File: config.mk
export PLATFORM = sky130hd
export DESIGN_NAME = pad_decomposer
export DESIGN_NICKNAME = d
export VERILOG_FILES = /design/src/hdl/pad_pkg.sv /design/src/hdl/pad_decomposer.sv /design/src/hdl/pad_fifo.sv
export SDC_FILE = /design/constraint.sdc
export NUM_CORES = 1
export LEC_CHECK = 0
export BUFFER_PORTS_ARGS = -buffer_cell sky130_fd_sc_hd__buf_2
export CORE_MARGIN = 10
export CORE_UTILIZATION = 50
export DETAILED_ROUTE_END_ITERATION = 8
export HOLD_SLACK_MARGIN = 0.03
export PLACE_DENSITY = 0.66
export SETUP_SLACK_MARGIN = 0.15
export SLEW_MARGIN = 20
export SYNTH_ARGS = -nofsm -noshare
export SYNTH_HDL_FRONTEND = slang
export SYNTH_HIERARCHICAL = 1
export SYNTH_SLANG_ARGS = --single-unit
File: constraint.sdc
create_clock -name clk -period 9.7 [get_ports clk]
set_input_delay 2.91 -clock clk [delete_from_list [all_inputs] [get_ports clk]]
set_output_delay 2.91 -clock clk [all_outputs]
set_load 0.01 [all_outputs]
File: src/hdl/pad_pkg.sv
// Package of types and constants for the primitive assembly decomposer
package pad_pkg;

  localparam int VTX_DATA_W  = 32;
  localparam int VP_SEL_W    = 4;
  localparam int SLICE_W     = 11;
  localparam int FIFO_DEPTH  = 16;

  typedef enum logic [3:0] {
    topo_point_list,
    topo_point_list_rear,
    topo_line_list,
    topo_line_strip,
    topo_line_strip_rear,
    topo_line_strip_carry,
    topo_line_strip_carry_rear,
    topo_tri_list,
    topo_tri_strip,
    topo_tri_strip_rev,
    topo_tri_fan,
    topo_tri_fan_plain,
    topo_polygon,
    topo_rect_list
  } pad_topology_kind_type;

  typedef enum logic [1:0] {
    obj_point,
    obj_line,
    obj_triangle,
    obj_rectangle
  } pad_object_kind_type;

  localparam logic [1:0] VCNT_POINT = 2'h1;
  localparam logic [1:0] VCNT_LINE  = 2'h2;
  localparam logic [1:0] VCNT_TRI   = 2'h3;
  localparam logic [1:0] VCNT_RECT  = 2'h3;

  // One vertex as delivered by the clip stage
  typedef struct packed {
    pad_topology_kind_type   topology_kind;
    logic                    topo_start;
    logic                    topo_end;
    logic [VTX_DATA_W-1:0]   vertex_data;
    logic [VP_SEL_W-1:0]     viewport_sel;
    logic [SLICE_W-1:0]      target_slice_sel;
  } pad_vertex_type;

  localparam int VERTEX_W = $bits(pad_vertex_type);

  // One basic object handed to object setup
  typedef struct packed {
    pad_object_kind_type     object_kind;
    logic [1:0]              object_vertex_count;
    logic [VTX_DATA_W-1:0]   vertex0;
    logic [VTX_DATA_W-1:0]   vertex1;
    logic [VTX_DATA_W-1:0]   vertex2;
    logic                    flip_winding;
    logic                    rear_facing;
    logic [1:0]              flat_shade_vertex_sel;
    logic                    polygon_pattern_on;
    logic                    line_pattern_carry;
    logic [VP_SEL_W-1:0]     viewport_select;
    logic [SLICE_W-1:0]      target_slice_index;
  } pad_object_type;

  // Programmable provoking vertex settings
  typedef struct packed {
    logic [1:0] line_sel;
    logic [1:0] tri_sel;
    logic [1:0] fan_sel;
  } pad_provoke_type;

endpackage

File: src/hdl/pad_decomposer.sv
// Primitive assembly: groups vertices of a topology into basic objects
//
// Behaviour
// RULE_01: Source sends triangle/rect counts per limits
// RULE_02: Source sends line/point counts per limits
// RULE_03: Buffer vertices, emit when object complete
// RULE_04: Object carries its vertex count
// RULE_05: Object carries flip-winding flag
// RULE_06: Object carries rear-facing flag
// RULE_07: Flat-shade selector from provoking settings
// RULE_08: Polygon pattern flag, off for plain fans
// RULE_09: Line pattern carry flag per line
// RULE_10: Target slice index forwarded unchanged
// RULE_11: Each point vertex supplies its selectors
// RULE_12: Line list first vertex supplies selectors
// RULE_13: Strip segment leading vertex supplies viewport
// RULE_14: Tri/rect list first vertex supplies selectors
// RULE_15: Tri strip leading vertex supplies viewport
// RULE_16: Fans and polygons use vertex zero
// RULE_17: Point list: one object per vertex
// RULE_18: Rear point lists set rear-facing flag
// RULE_19: Line list pairs, carry flag cleared
// RULE_20: Line strip overlapping pairs in order
// RULE_21: Rear line strips set rear-facing flag
// RULE_22: Carry strips start carried; then always carried
// RULE_23: Triangle list in independent triples
// RULE_24: Stall input under downstream backpressure
// RULE_25: Restart grouping at every new topology
`timescale 1ns/1ns
module pad_decomposer
  import pad_pkg::*;
(
  // Clock and reset
  input  wire logic            clk,
  input  wire logic            srst,
  // Provoking vertex configuration
  input  wire pad_provoke_type provoke_cfg,
  // Vertex stream from clip stage
  input  wire logic            vtx_valid,
  output logic                 vtx_ready,
  input  wire pad_vertex_type  vtx_in,
  // Object stream to object setup
  output logic                 obj_valid,
  input  wire logic            obj_ready,
  output pad_object_type       obj_out,
  // Status
  output logic                 busy
);

  // Everything the assembler remembers between vertices
  typedef struct packed {
    pad_vertex_type   anchor;
    pad_vertex_type   prev;
    logic [1:0]       held;
    logic             odd;
    logic             carry;
    logic             out_valid;
    pad_object_type   out;
  } pad_asm_state_type;

  pad_asm_state_type  st_q;
  pad_asm_state_type  st_d;
  logic               f_valid;
  logic               f_ready;
  pad_vertex_type     f_vtx;

  // RULE_03: vertex buffer
  // RULE_24: fifo ready reaches source
  pad_fifo #(
    .WIDTH (VERTEX_W),
    .DEPTH (FIFO_DEPTH)
  ) u_fifo (
    .clk       (clk),
    .srst      (srst),
    .in_valid  (vtx_valid),
    .in_ready  (vtx_ready),
    .in_data   (vtx_in),
    .out_valid (f_valid),
    .out_ready (f_ready),
    .out_data  (f_vtx)
  );

  // RULE_24: consume only when output slot free or taken this cycle
  assign f_ready   = !st_q.out_valid || obj_ready;
  assign obj_valid = st_q.out_valid;
  assign obj_out   = st_q.out;
  assign busy      = f_valid || st_q.out_valid || (st_q.held != 2'h0);

  always_comb begin
    pad_vertex_type v;
    logic [1:0]     held;
    logic           odd;
    logic           carry;
    logic           emit;
    pad_object_type o;

    v     = f_vtx;
    held  = st_q.held;
    odd   = st_q.odd;
    carry = st_q.carry;
    emit  = 1'b0;
    o     = '0;
    st_d  = st_q;

    if (st_q.out_valid && obj_ready) begin
      st_d.out_valid = 1'b0;
    end

    if (f_valid && f_ready) begin
      // RULE_25: topology start clears grouping
      if (v.topo_start) begin
        held  = 2'h0;
        odd   = 1'b0;
        carry = (v.topology_kind == topo_line_strip_carry) ||
                (v.topology_kind == topo_line_strip_carry_rear);
      end
      o.target_slice_index = st_q.anchor.target_slice_sel;
      o.viewport_select    = st_q.anchor.viewport_sel;
      unique case (v.topology_kind)
        topo_point_list, topo_point_list_rear: begin
          // RULE_17: point per vertex, selector zero
          emit                  = 1'b1;
          o.object_kind         = obj_point;
          // RULE_04: point count
          o.object_vertex_count = VCNT_POINT;
          o.vertex0             = v.vertex_data;
          // RULE_11: own selectors
          o.viewport_select     = v.viewport_sel;
          o.target_slice_index  = v.target_slice_sel;
          // RULE_06: rear-facing flag
          // RULE_18: rear points
          o.rear_facing         = (v.topology_kind == topo_point_list_rear);
        end
        topo_line_list, topo_line_strip, topo_line_strip_rear,
        topo_line_strip_carry, topo_line_strip_carry_rear: begin
          o.object_kind           = obj_line;
          o.object_vertex_count   = VCNT_LINE;
          o.vertex0               = st_q.anchor.vertex_data;
          o.vertex1               = v.vertex_data;
          // RULE_07: line provoking setting
          o.flat_shade_vertex_sel = provoke_cfg.line_sel;
          // RULE_21: rear strips
          o.rear_facing           = (v.topology_kind == topo_line_strip_rear) ||
                                    (v.topology_kind == topo_line_strip_carry_rear);
          if (held == 2'h0) begin
            held = 2'h1;
          end else begin
            emit = 1'b1;
            if (v.topology_kind == topo_line_list) begin
              // RULE_19: pairs, carry cleared
              // RULE_12: first of pair supplies selectors
              held                 = 2'h0;
              o.line_pattern_carry = 1'b0;
            end else begin
              // RULE_20: overlapping segments
              // RULE_13: leading vertex supplies viewport
              // RULE_09: carry flag per line
              // RULE_22: carried after each segment
              o.line_pattern_carry = carry;
              carry                = 1'b1;
            end
          end
        end
        topo_tri_list, topo_rect_list: begin
          // RULE_23: independent triples
          // RULE_14: first of three supplies selectors
          o.object_kind           = (v.topology_kind == topo_rect_list) ? obj_rectangle : obj_triangle;
          o.object_vertex_count   = (v.topology_kind == topo_rect_list) ? VCNT_RECT : VCNT_TRI;
          o.vertex0               = st_q.anchor.vertex_data;
          o.vertex1               = st_q.prev.vertex_data;
          o.vertex2               = v.vertex_data;
          o.flat_shade_vertex_sel = (v.topology_kind == topo_rect_list) ? 2'h0 : provoke_cfg.tri_sel;
          // RULE_08: stipple on for triangles and rectangles
          o.polygon_pattern_on    = 1'b1;
          if (held == 2'h2) begin
            emit = 1'b1;
            held = 2'h0;
          end else begin
            held = held + 2'h1;
          end
        end
        topo_tri_strip, topo_tri_strip_rev: begin
          o.object_kind           = obj_triangle;
          o.object_vertex_count   = VCNT_TRI;
          o.vertex0               = st_q.anchor.vertex_data;
          o.vertex1               = st_q.prev.vertex_data;
          o.vertex2               = v.vertex_data;
          o.flat_shade_vertex_sel = provoke_cfg.tri_sel;
          o.polygon_pattern_on    = 1'b1;
          // RULE_05: winding alternates per triangle
          o.flip_winding          = odd ^ (v.topology_kind == topo_tri_strip_rev);
          if (held == 2'h2) begin
            // RULE_15: leading vertex of each triangle
            emit = 1'b1;
            odd  = !odd;
          end else begin
            held = held + 2'h1;
          end
        end
        default: begin
          // Fans, plain fans and polygons share vertex zero
          o.object_kind           = obj_triangle;
          o.object_vertex_count   = VCNT_TRI;
          o.vertex0               = st_q.anchor.vertex_data;
          o.vertex1               = st_q.prev.vertex_data;
          o.vertex2               = v.vertex_data;
          o.flat_shade_vertex_sel = (v.topology_kind == topo_polygon) ? 2'h0 : provoke_cfg.fan_sel;
          // RULE_08: plain fan disables stipple
          o.polygon_pattern_on    = (v.topology_kind != topo_tri_fan_plain);
          if (held == 2'h2) begin
            // RULE_16: vertex zero supplies viewport
            emit = 1'b1;
          end else begin
            held = held + 2'h1;
          end
        end
      endcase

      // Anchor is the leading vertex of the next object
      if (held == 2'h1) begin
        st_d.anchor = v;
      end else if (emit && (v.topology_kind inside {topo_line_strip, topo_line_strip_rear,
                                                    topo_line_strip_carry, topo_line_strip_carry_rear})) begin
        st_d.anchor = v;
      end else if (emit && (v.topology_kind inside {topo_tri_strip, topo_tri_strip_rev})) begin
        st_d.anchor = st_q.prev;
      end
      st_d.prev = v;
      // RULE_25: drop held vertices at topology end
      if (v.topo_end) begin
        held = 2'h0;
      end
      st_d.held  = held;
      st_d.odd   = odd;
      st_d.carry = carry;
      if (emit) begin
        // RULE_10: slice index passed through
        st_d.out       = o;
        st_d.out_valid = 1'b1;
      end
    end
  end

  always_ff @(posedge clk) begin
    if (srst) begin
      st_q <= '0;
    end else begin
      st_q <= st_d;
    end
  end
endmodule

File: src/hdl/pad_fifo.sv
// Parameterised vertex FIFO with valid/ready on both sides
`timescale 1ns/1ns
module pad_fifo #(
  parameter int WIDTH = 8,
  parameter int DEPTH = 16
) (
  // Clock and reset
  input  wire logic             clk,
  input  wire logic             srst,
  // Fill side
  input  wire logic             in_valid,
  output logic                  in_ready,
  input  wire logic [WIDTH-1:0] in_data,
  // Drain side
  output logic                  out_valid,
  input  wire logic             out_ready,
  output logic [WIDTH-1:0]      out_data
);
  localparam int AW = $clog2(DEPTH);

  typedef struct packed {
    logic [AW-1:0] wr_ptr;
    logic [AW-1:0] rd_ptr;
    logic [AW:0]   count;
  } pad_fifo_state_type;

  pad_fifo_state_type    st_q;
  pad_fifo_state_type    st_d;
  logic [WIDTH-1:0]      mem [DEPTH];
  logic                  push;
  logic                  pop;

  assign in_ready  = (st_q.count != (AW+1)'(DEPTH));
  assign out_valid = (st_q.count != '0);
  assign out_data  = mem[st_q.rd_ptr];
  assign push      = in_valid && in_ready;
  assign pop       = out_valid && out_ready;

  always_comb begin
    st_d = st_q;
    if (push) begin
      st_d.wr_ptr = st_q.wr_ptr + 1'b1;
    end
    if (pop) begin
      st_d.rd_ptr = st_q.rd_ptr + 1'b1;
    end
    st_d.count = st_q.count + (AW+1)'(push) - (AW+1)'(pop);
  end

  always_ff @(posedge clk) begin
    if (srst) begin
      st_q <= '0;
    end else begin
      st_q <= st_d;
    end
  end

  // Storage has no reset; only the pointers and count need a defined value
  always_ff @(posedge clk) begin
    if (push) begin
      mem[st_q.wr_ptr] <= in_data;
    end
  end
endmodule

; ---- After elaboration in Yosys (flattened, before gate mapping)
; Memories as Yosys holds them, arrays and structs flattened. A register that Yosys moved wholly into a read port is not among the register bits.
; Index checks and enable logic that the tools add are counted.
[word_totals]
reg_bits = 233
ramBits = 848
input_bits = 63
output_inout_bits = 124
word_cells = 119
n_memories = 1
[mem_list]
columns = name, words, width, read_ports, rd_ports_with_merged_regs, write_ports, line_no
row1 = u_fifo.mem, 16, 53, 1, 1, 1, pad_fifo.sv:29  ; logic [WIDTH-1:0] mem [DEPTH];
[op_classes]
n_addsub = 5
n_eq_ne = 15
n_mux = 45
n_bitwise = 1
reduce_logical = 27
[ops]
columns = operator, n
row1 = 2-to-1 mux 122 bit, 2
row2 = 2-to-1 mux 47 bit, 3
row3 = case mux 36 bit (3 select lines), 1
row4 = case mux 32 bit (2 select lines), 1
row5 = 2-to-1 mux 32 bit, 1
row6 = 2-to-1 mux 2 bit, 10
row7 = 2-to-1 mux 1 bit, 19
row8 = equality test 4 x 3 -> 1 bit (second input constant), 4
row9 = equality test 4 bit (second input constant), 4
row10 = 2-to-1 mux 15 bit, 1
row11 = adder 4 x 1 -> 4 bit (second input constant), 2
row12 = equality test 4 x 2 -> 1 bit (second input constant), 2
row13 = 2-to-1 mux 4 bit, 2
row14 = case mux 2 bit (4 select lines), 1
row15 = OR reduction 7 bit, 1
row16 = case mux 1 bit (2 select lines), 3
row17 = case mux 2 bit (3 select lines), 1
row18 = OR reduction 2 bit, 3
row19 = adder 5 x 1 -> 5 bit, 1
row20 = logical AND 1 bit, 5
row21 = logical OR 1 bit, 5
row22 = != test 5 bit (second input constant), 1
row23 = nonzero test 5 bit, 1
row24 = OR reduction 5 bit, 1
row25 = 15 further kinds, 18

; ---- Logic depth before layout (Yosys ltp)
; Gate-level depths: netlist (run 1).
[logic_depth]
ltp_word = 12
depth_mapped = 17
mapped_depth_nobuf = 14

; ---- Hierarchy
; Netlist (run 1), hierarchy kept.
[by_module_without_submodules]
columns = mod, instances, cells_each, area_per_inst_um2, seq_area_each_um2
row1 = pad_fifo, 1, 1404, 32577.5, 25804.7
row2 = pad_decomposer, 1, 1247, 10690.3, 4404.2

; ---- Least setup slack after synthesis (run 1)
; No wires, ideal clock.
[synth_path]
path_type = input -> register
start = in vtx_valid
end = mem u_fifo/mem[3][0] (netlist name) (enable)
setup_ns = 0.595
arrival_ns = 8.166
required_ns = 9.105
setup_slack_ns = 0.939
path_stages = 3
n_path_buf = 1
cell_sequence = nand2_1 > buf_2 > nor4_1
[synth_via]
elab_chain_len = 3
[synth_rtl]
columns = item, line_no
row1 = from (decl), pad_decomposer.sv:39  ; input wire logic vtx_valid,
row2 = logical AND 1 bit, pad_fifo.sv:36  ; assign push = in_valid && in_ready;
row3 = 2-to-1 mux 1 bit, pad_fifo.sv:60  ; if (push) begin
row4 = 2-to-1 mux 1 bit (implied by the code), pad_fifo.sv:61  ; mem[st_q.wr_ptr] <= in_data;
row5 = to (decl), pad_fifo.sv:29
; No other way between the ends.

==> results.cfg, run 1 <==
[status]
status = finished, final reports clean

[power_and_ir_drop]
peakVddDrop_mv = 0.238
power.density_nw_per_um2 = 299
p_leak_nw = 16.1
finalPower_mw = 14.3

[die]
row_count = 107
dieHeight_um = 314
core_area_um2 = 85500
boundaryPins = 187
initial_core_util_pct = 50.6
dieArea_um2 = 98700
die_x_um = 314

[critical_path]
cp_data_required_time_ns = 10.25
cp_max_fo = 48
critPathKind = reg -> reg
cp.arrival_ns = 6.55
crit_path_end_kind = register
cp-start-kind = register

[layout]
n_fill_cell = 6514
drive_above_1_share_pct = 23.6
layout_commonest_cell = edfxtp_1
final_cell_mix = 848 x edfxtp_1, 235 x dfxtp_1, 229 x nor2_1
final_cells = 3921
fin_nets = 2763
syn2layout_area_growth_pct = 10.3

[yosys]
syn-instance-count = 2651
synth_edf_count = 848
yosys_warnings = 6
syn_area_per_cell_um2 = 16.3
ys_async_sr_fraction_pct = 0
synth.net_count = 2730
synth-seq-cells = 1085
synthFlopType = edfxtp_1
ys_seq_area_share_pct = 69.8
synth_cell_types = 56
synth.cell_area_um2 = 43300

[cts]
clk_latency_ns = 0.66
cts.sinks = 1085
clk_pin_slew_ns = 0.06
cts_buffers = 103
cts_setup_buffers = 0
clock_tree.root_cell = clkbuf_16
cts_tree = done
clockBufferDepth = 3
htree_levels = 3
cts_resized = 0
holdBufCountCts = 0

[global_route]
grt_use_total_pct = 20.3
grt_pass1_wl_um = 153000
grt_max_degree = 155
grt_pass1_vias = 23500
overflow = 0
antenna_found_initial = 19

[route]
detail-route-antenna-nets = 0
drcViolationCount = 0
wl_per_cell_um = 26.2
vias_per_cell = 6.07
drt_iter0_drc = 2762
dr.pass1.iters = 5
via_count = 23800
finalWirelength_um = 103000

[sta]
timing.hold.ws_ns = 0.454
max_slew_margin_pct = 19.1
final_hold_viol_count = 0
fmax_mhz = 166
post-route-period-util_pct = 62.0
fin_skew_ns = 0.0125
slew_viol_final = 0
worst_pin_slew_ns = 1.21
fin_setup_tns_ns = 0
min_period_ns = 6.01
finalSetupViolations = 0
grt_setup_unrepaired = false

[worst_hold_path]
min_from = st_q[139]
holdCritPathClass = reg -> reg

[flow_run]
maxCapViolCount = 0

[placement]
dp_hpwl_um = 56500
dp.cells = 3722
portBuffers = 186
gp_congestion = 0.798
-- kinds of logic after synthesis --
| logic type | Yosys count | synth area share, % |
|---|---|---|
| adders and majority gates | 16 | 0.480 |
| buffers and inverters | 367 | 4.73 |
| and+or+nand+nor | 464 | 4.40 |
| AOI/OAI and AO/OA | 400 | 7.08 |
| muxes | 309 | 13.3 |
| xor gates and xnor gates | 10 | 0.202 |
| DFF | 1085 | 69.8 |
-- power by group --
group	leakage (nW)	internal [mW]	switching (mW)
registers	9.60	5.45	0.289
clock network	1.61	2.27	1.72
logic	4.84	1.84	2.71
total	16.1	9.56	4.72
-- cell usage after synthesis, types with 10 or more instances --
cell type	instances	share of area, %
nor2_1	234	2.0
ha_1	15	0.43
and2_1	10	0.14
dfxtp_1	237	11
a22oi_1	141	2.4
edfxtp_1	848	59
a222oi_1	32	0.74
inv_1	64	0.56
buf_4	132	2.3
o221a_1	22	0.57
nand3_1	12	0.14
nand2_1	162	1.4
mux2i_1	95	2.2
a211oi_1	51	0.88
o22ai_1	47	0.68
mux4_2	212	11
buf_6	14	0.36
o221a_2	25	0.65
buf_1	16	0.14
a21oi_1	60	0.69
clkbuf_1	85	0.74
buf_2	55	0.64
-- final timing paths --
check	slack [ns]	cells past startpoint	end
setup / recovery	3.69	11	st_q[209]
hold / removal	0.45	2	st_q[139]
setup reg to reg	3.69	11	st_q[209]
hold reg to reg	0.45	2	st_q[139]
-- worst max-delay path: stages (launching register included) --
cell and delay, ns:
dfxtp_4 0.82, buf_4 0.70, mux4_2 0.60, a22oi_1 0.20
nand2_1 0.44, nor2_1 0.55, or3_1 0.25, o221ai_2 0.14
nand2_2 0.07, buf_4 0.72, nand3_4 0.75, o221a_2 0.55
-- metrics by stage --
step           utilization (%)  worst slack (ns)  cell area [um^2]
2_1_floorplan                -             0.939             43300
3_3_place_gp              51.8              3.22             44300
3_5_place_dp              51.8              3.61             44300
4_1_cts                   55.7              3.72             47700
5_1_grt                   55.8              3.24             47700
6_report                  55.8              3.69             47700
-- area by class of cell --
type | count | area (um^2) | share of cell area [%]
Inverter | 65 | 244 | 0.511
Antenna cell | 4 | 10.0 | 0.0210
Tap cell | 1144 | 1430 | 3.00
Sequential cell | 1085 | 30200 | 63.3
Timing Repair Buffer | 230 | 1300 | 2.72
Clock inverter | 68 | 673 | 1.41
Clock buffer | 126 | 2690 | 5.63
Multi-Input combinational cell | 1199 | 11200 | 23.4
-- layer usage --
metal | vias to the layer above | share of wire [%] | track usage [%]
met3 | 142 | 8.8 | 4.77
met5 | - | 0.19 | 0
met4 | 28 | 1.5 | 4.86
met2 | 935 | 48 | 32.2
li1 | 10300 | - | -
met1 | 12400 | 42 | 28.3
-- flip-flops by register name, summed over array words and instances, names as in the netlist, named ones only --
register / flops
u_fifo/st_q: 13
obj_out: 121
st_q: 98
u_fifo/mem: 848
obj_valid: 1
No activity file was read; power rests on OpenSTA's default activity.
==> inputs of run 2 (changes only) <==
Clock period 9.7 ns to 5.6 ns, I/O delays scaled along.
==> results.cfg, run 2 (synthesis gave the netlist of run 1 again) <==
[route]
via_count = 23900
finalWirelength_um = 102000
dr.pass1.iters = 6
wl_per_cell_um = 26.0
vias_per_cell = 6.07
detail-route-antenna-nets = 0
drt_iter0_drc = 2615
drcViolationCount = 0

[sta]
worst_pin_slew_ns = 1.10
slew_viol_final = 0
fin_setup_tns_ns = 0
min_period_ns = 4.46
fin_skew_ns = 0.0230
fmax_mhz = 224
final_hold_viol_count = 0
grt_setup_unrepaired = false
finalSetupViolations = 0
max_slew_margin_pct = 26.6
post-route-period-util_pct = 79.7

[critical_path]
crit_buf_inv = 1
cp_max_fo = 47
cp.arrival_ns = 5.01
crit_family = compound AO/OA/AOI/OAI gates
cp_slowest_cell = dfxtp_4
cpPeakStageDelay_ns = 0.83
crit_chain = mux4_2 > a22oi_1 > nand2_1 > nand2b_1 > ha_1 > o21a_1 > o31ai_1 > a221oi_1 > nand2_2 > buf_4 > mux2i_1 > o221a_2
crit_path_end_kind = register
cp_data_required_time_ns = 6.15
cp-start-kind = register
critPathKind = reg -> reg

[placement]
portBuffers = 186
dp.cells = 3741
gp_congestion = 0.794
dp_hpwl_um = 59500

[layout]
layout_commonest_cell = edfxtp_1
largest_reg_flops = 848
final_cells = 3935
fin_util_pct = 55.9
syn2layout_area_growth_pct = 10.6
top_register = u_fifo/mem
fin_nets = 2782
final_cell_mix = 848 x edfxtp_1, 235 x dfxtp_1, 229 x nor2_1
drive_above_1_share_pct = 23.8

[power_and_ir_drop]
finalPower_mw = 24.4
peakVddDrop_mv = 0.457
p_leak_nw = 16.1
power.density_nw_per_um2 = 510

[die]
initial_core_util_pct = 50.6
row_count = 107
core_area_um2 = 85500
dieArea_um2 = 98700
die_x_um = 314
boundaryPins = 187
dieHeight_um = 314

[global_route]
grt_use_total_pct = 20.4
overflow = 0
grt_max_degree = 121
grt_pass1_vias = 23800
antenna_found_initial = 17
grt_pass1_wl_um = 153000

[cts]
htree_levels = 3
cts_buffers = 103
cts_resized = 0
cts_setup_buffers = 0
clk_latency_ns = 0.67
clock_tree.root_cell = clkbuf_16
holdBufCountCts = 0
cts_tree = done
cts.sinks = 1085
clockBufferDepth = 3
clk_pin_slew_ns = 0.06

[status]
status = finished, final reports clean

[worst_hold_path]
min_from = obj_out[20]
holdCritPathClass = reg -> reg

[flow_run]
maxCapViolCount = 0
==> run 2: cell types whose count changed in the layout (fill, tap and decap cells not counted), sizes merged <==
cell / delta
buf: +19
bufinv: -6
clkbuf: +6
clkinvlp: -6
inv: +3
clkinv: -2
==> run 2: through the flow <==
stage	instance area, um^2	setup slack, ns	hold slack, ns
after detailed placement	44700	1.13	0.447
final	47900	1.14	0.454
after floorplan	43300	-1.93	0.432
after global routing	47800	0.815	0.479
after CTS	47800	1.14	0.456
after global placement	44700	1.25	0.442
==> run 2: per-layer routing <==
layer	share of wire, %	wire (um)	up-vias	global-route usage (%)
li1	-	-	10400	-
met1	42	43400	12400	28.7
met2	48	49100	922	32.6
met3	7.6	7750	149	3.56
met4	1.9	1990	18	5.35
met5	0.12	118	-	0
==> run 2: final timing paths <==
| kind | to | slack (ns) | cells after the start |
|---|---|---|---|
| worst max-delay path | st_q[217] | 1.14 | 12 |
| worst max register to register | st_q[217] | 1.14 | 12 |
| worst min register to register | obj_out[20] | 0.45 | 2 |
| worst min-delay path | obj_out[20] | 0.45 | 2 |
==> run 2: worst min-delay path, cell delays in order (launching register included) <==
cell,delay [ns]
dfxtp_1,0.31
nand2_1,0.05
a21oi_1,0.05
==> run 2: final cells by class <==
cell class,count,area [um^2]
fillers,6458,37700
flip-flops and latches,1085,30200
multi-input cells,1199,11200
clock buffers,132,2690
repair buffers,249,1670
well taps,1144,1430
clock inverters,57,438
inverters,65,244
diodes,4,10.0
==> run 2: where the power goes <==
group / total, mW / switching [mW] / leakage, nW / internal (mW)
sequential: 9.97 / 0.526 / 9.60 / 9.44
combinational: 7.94 / 4.67 / 4.99 / 3.27
clock: 6.53 / 2.90 / 1.52 / 3.63
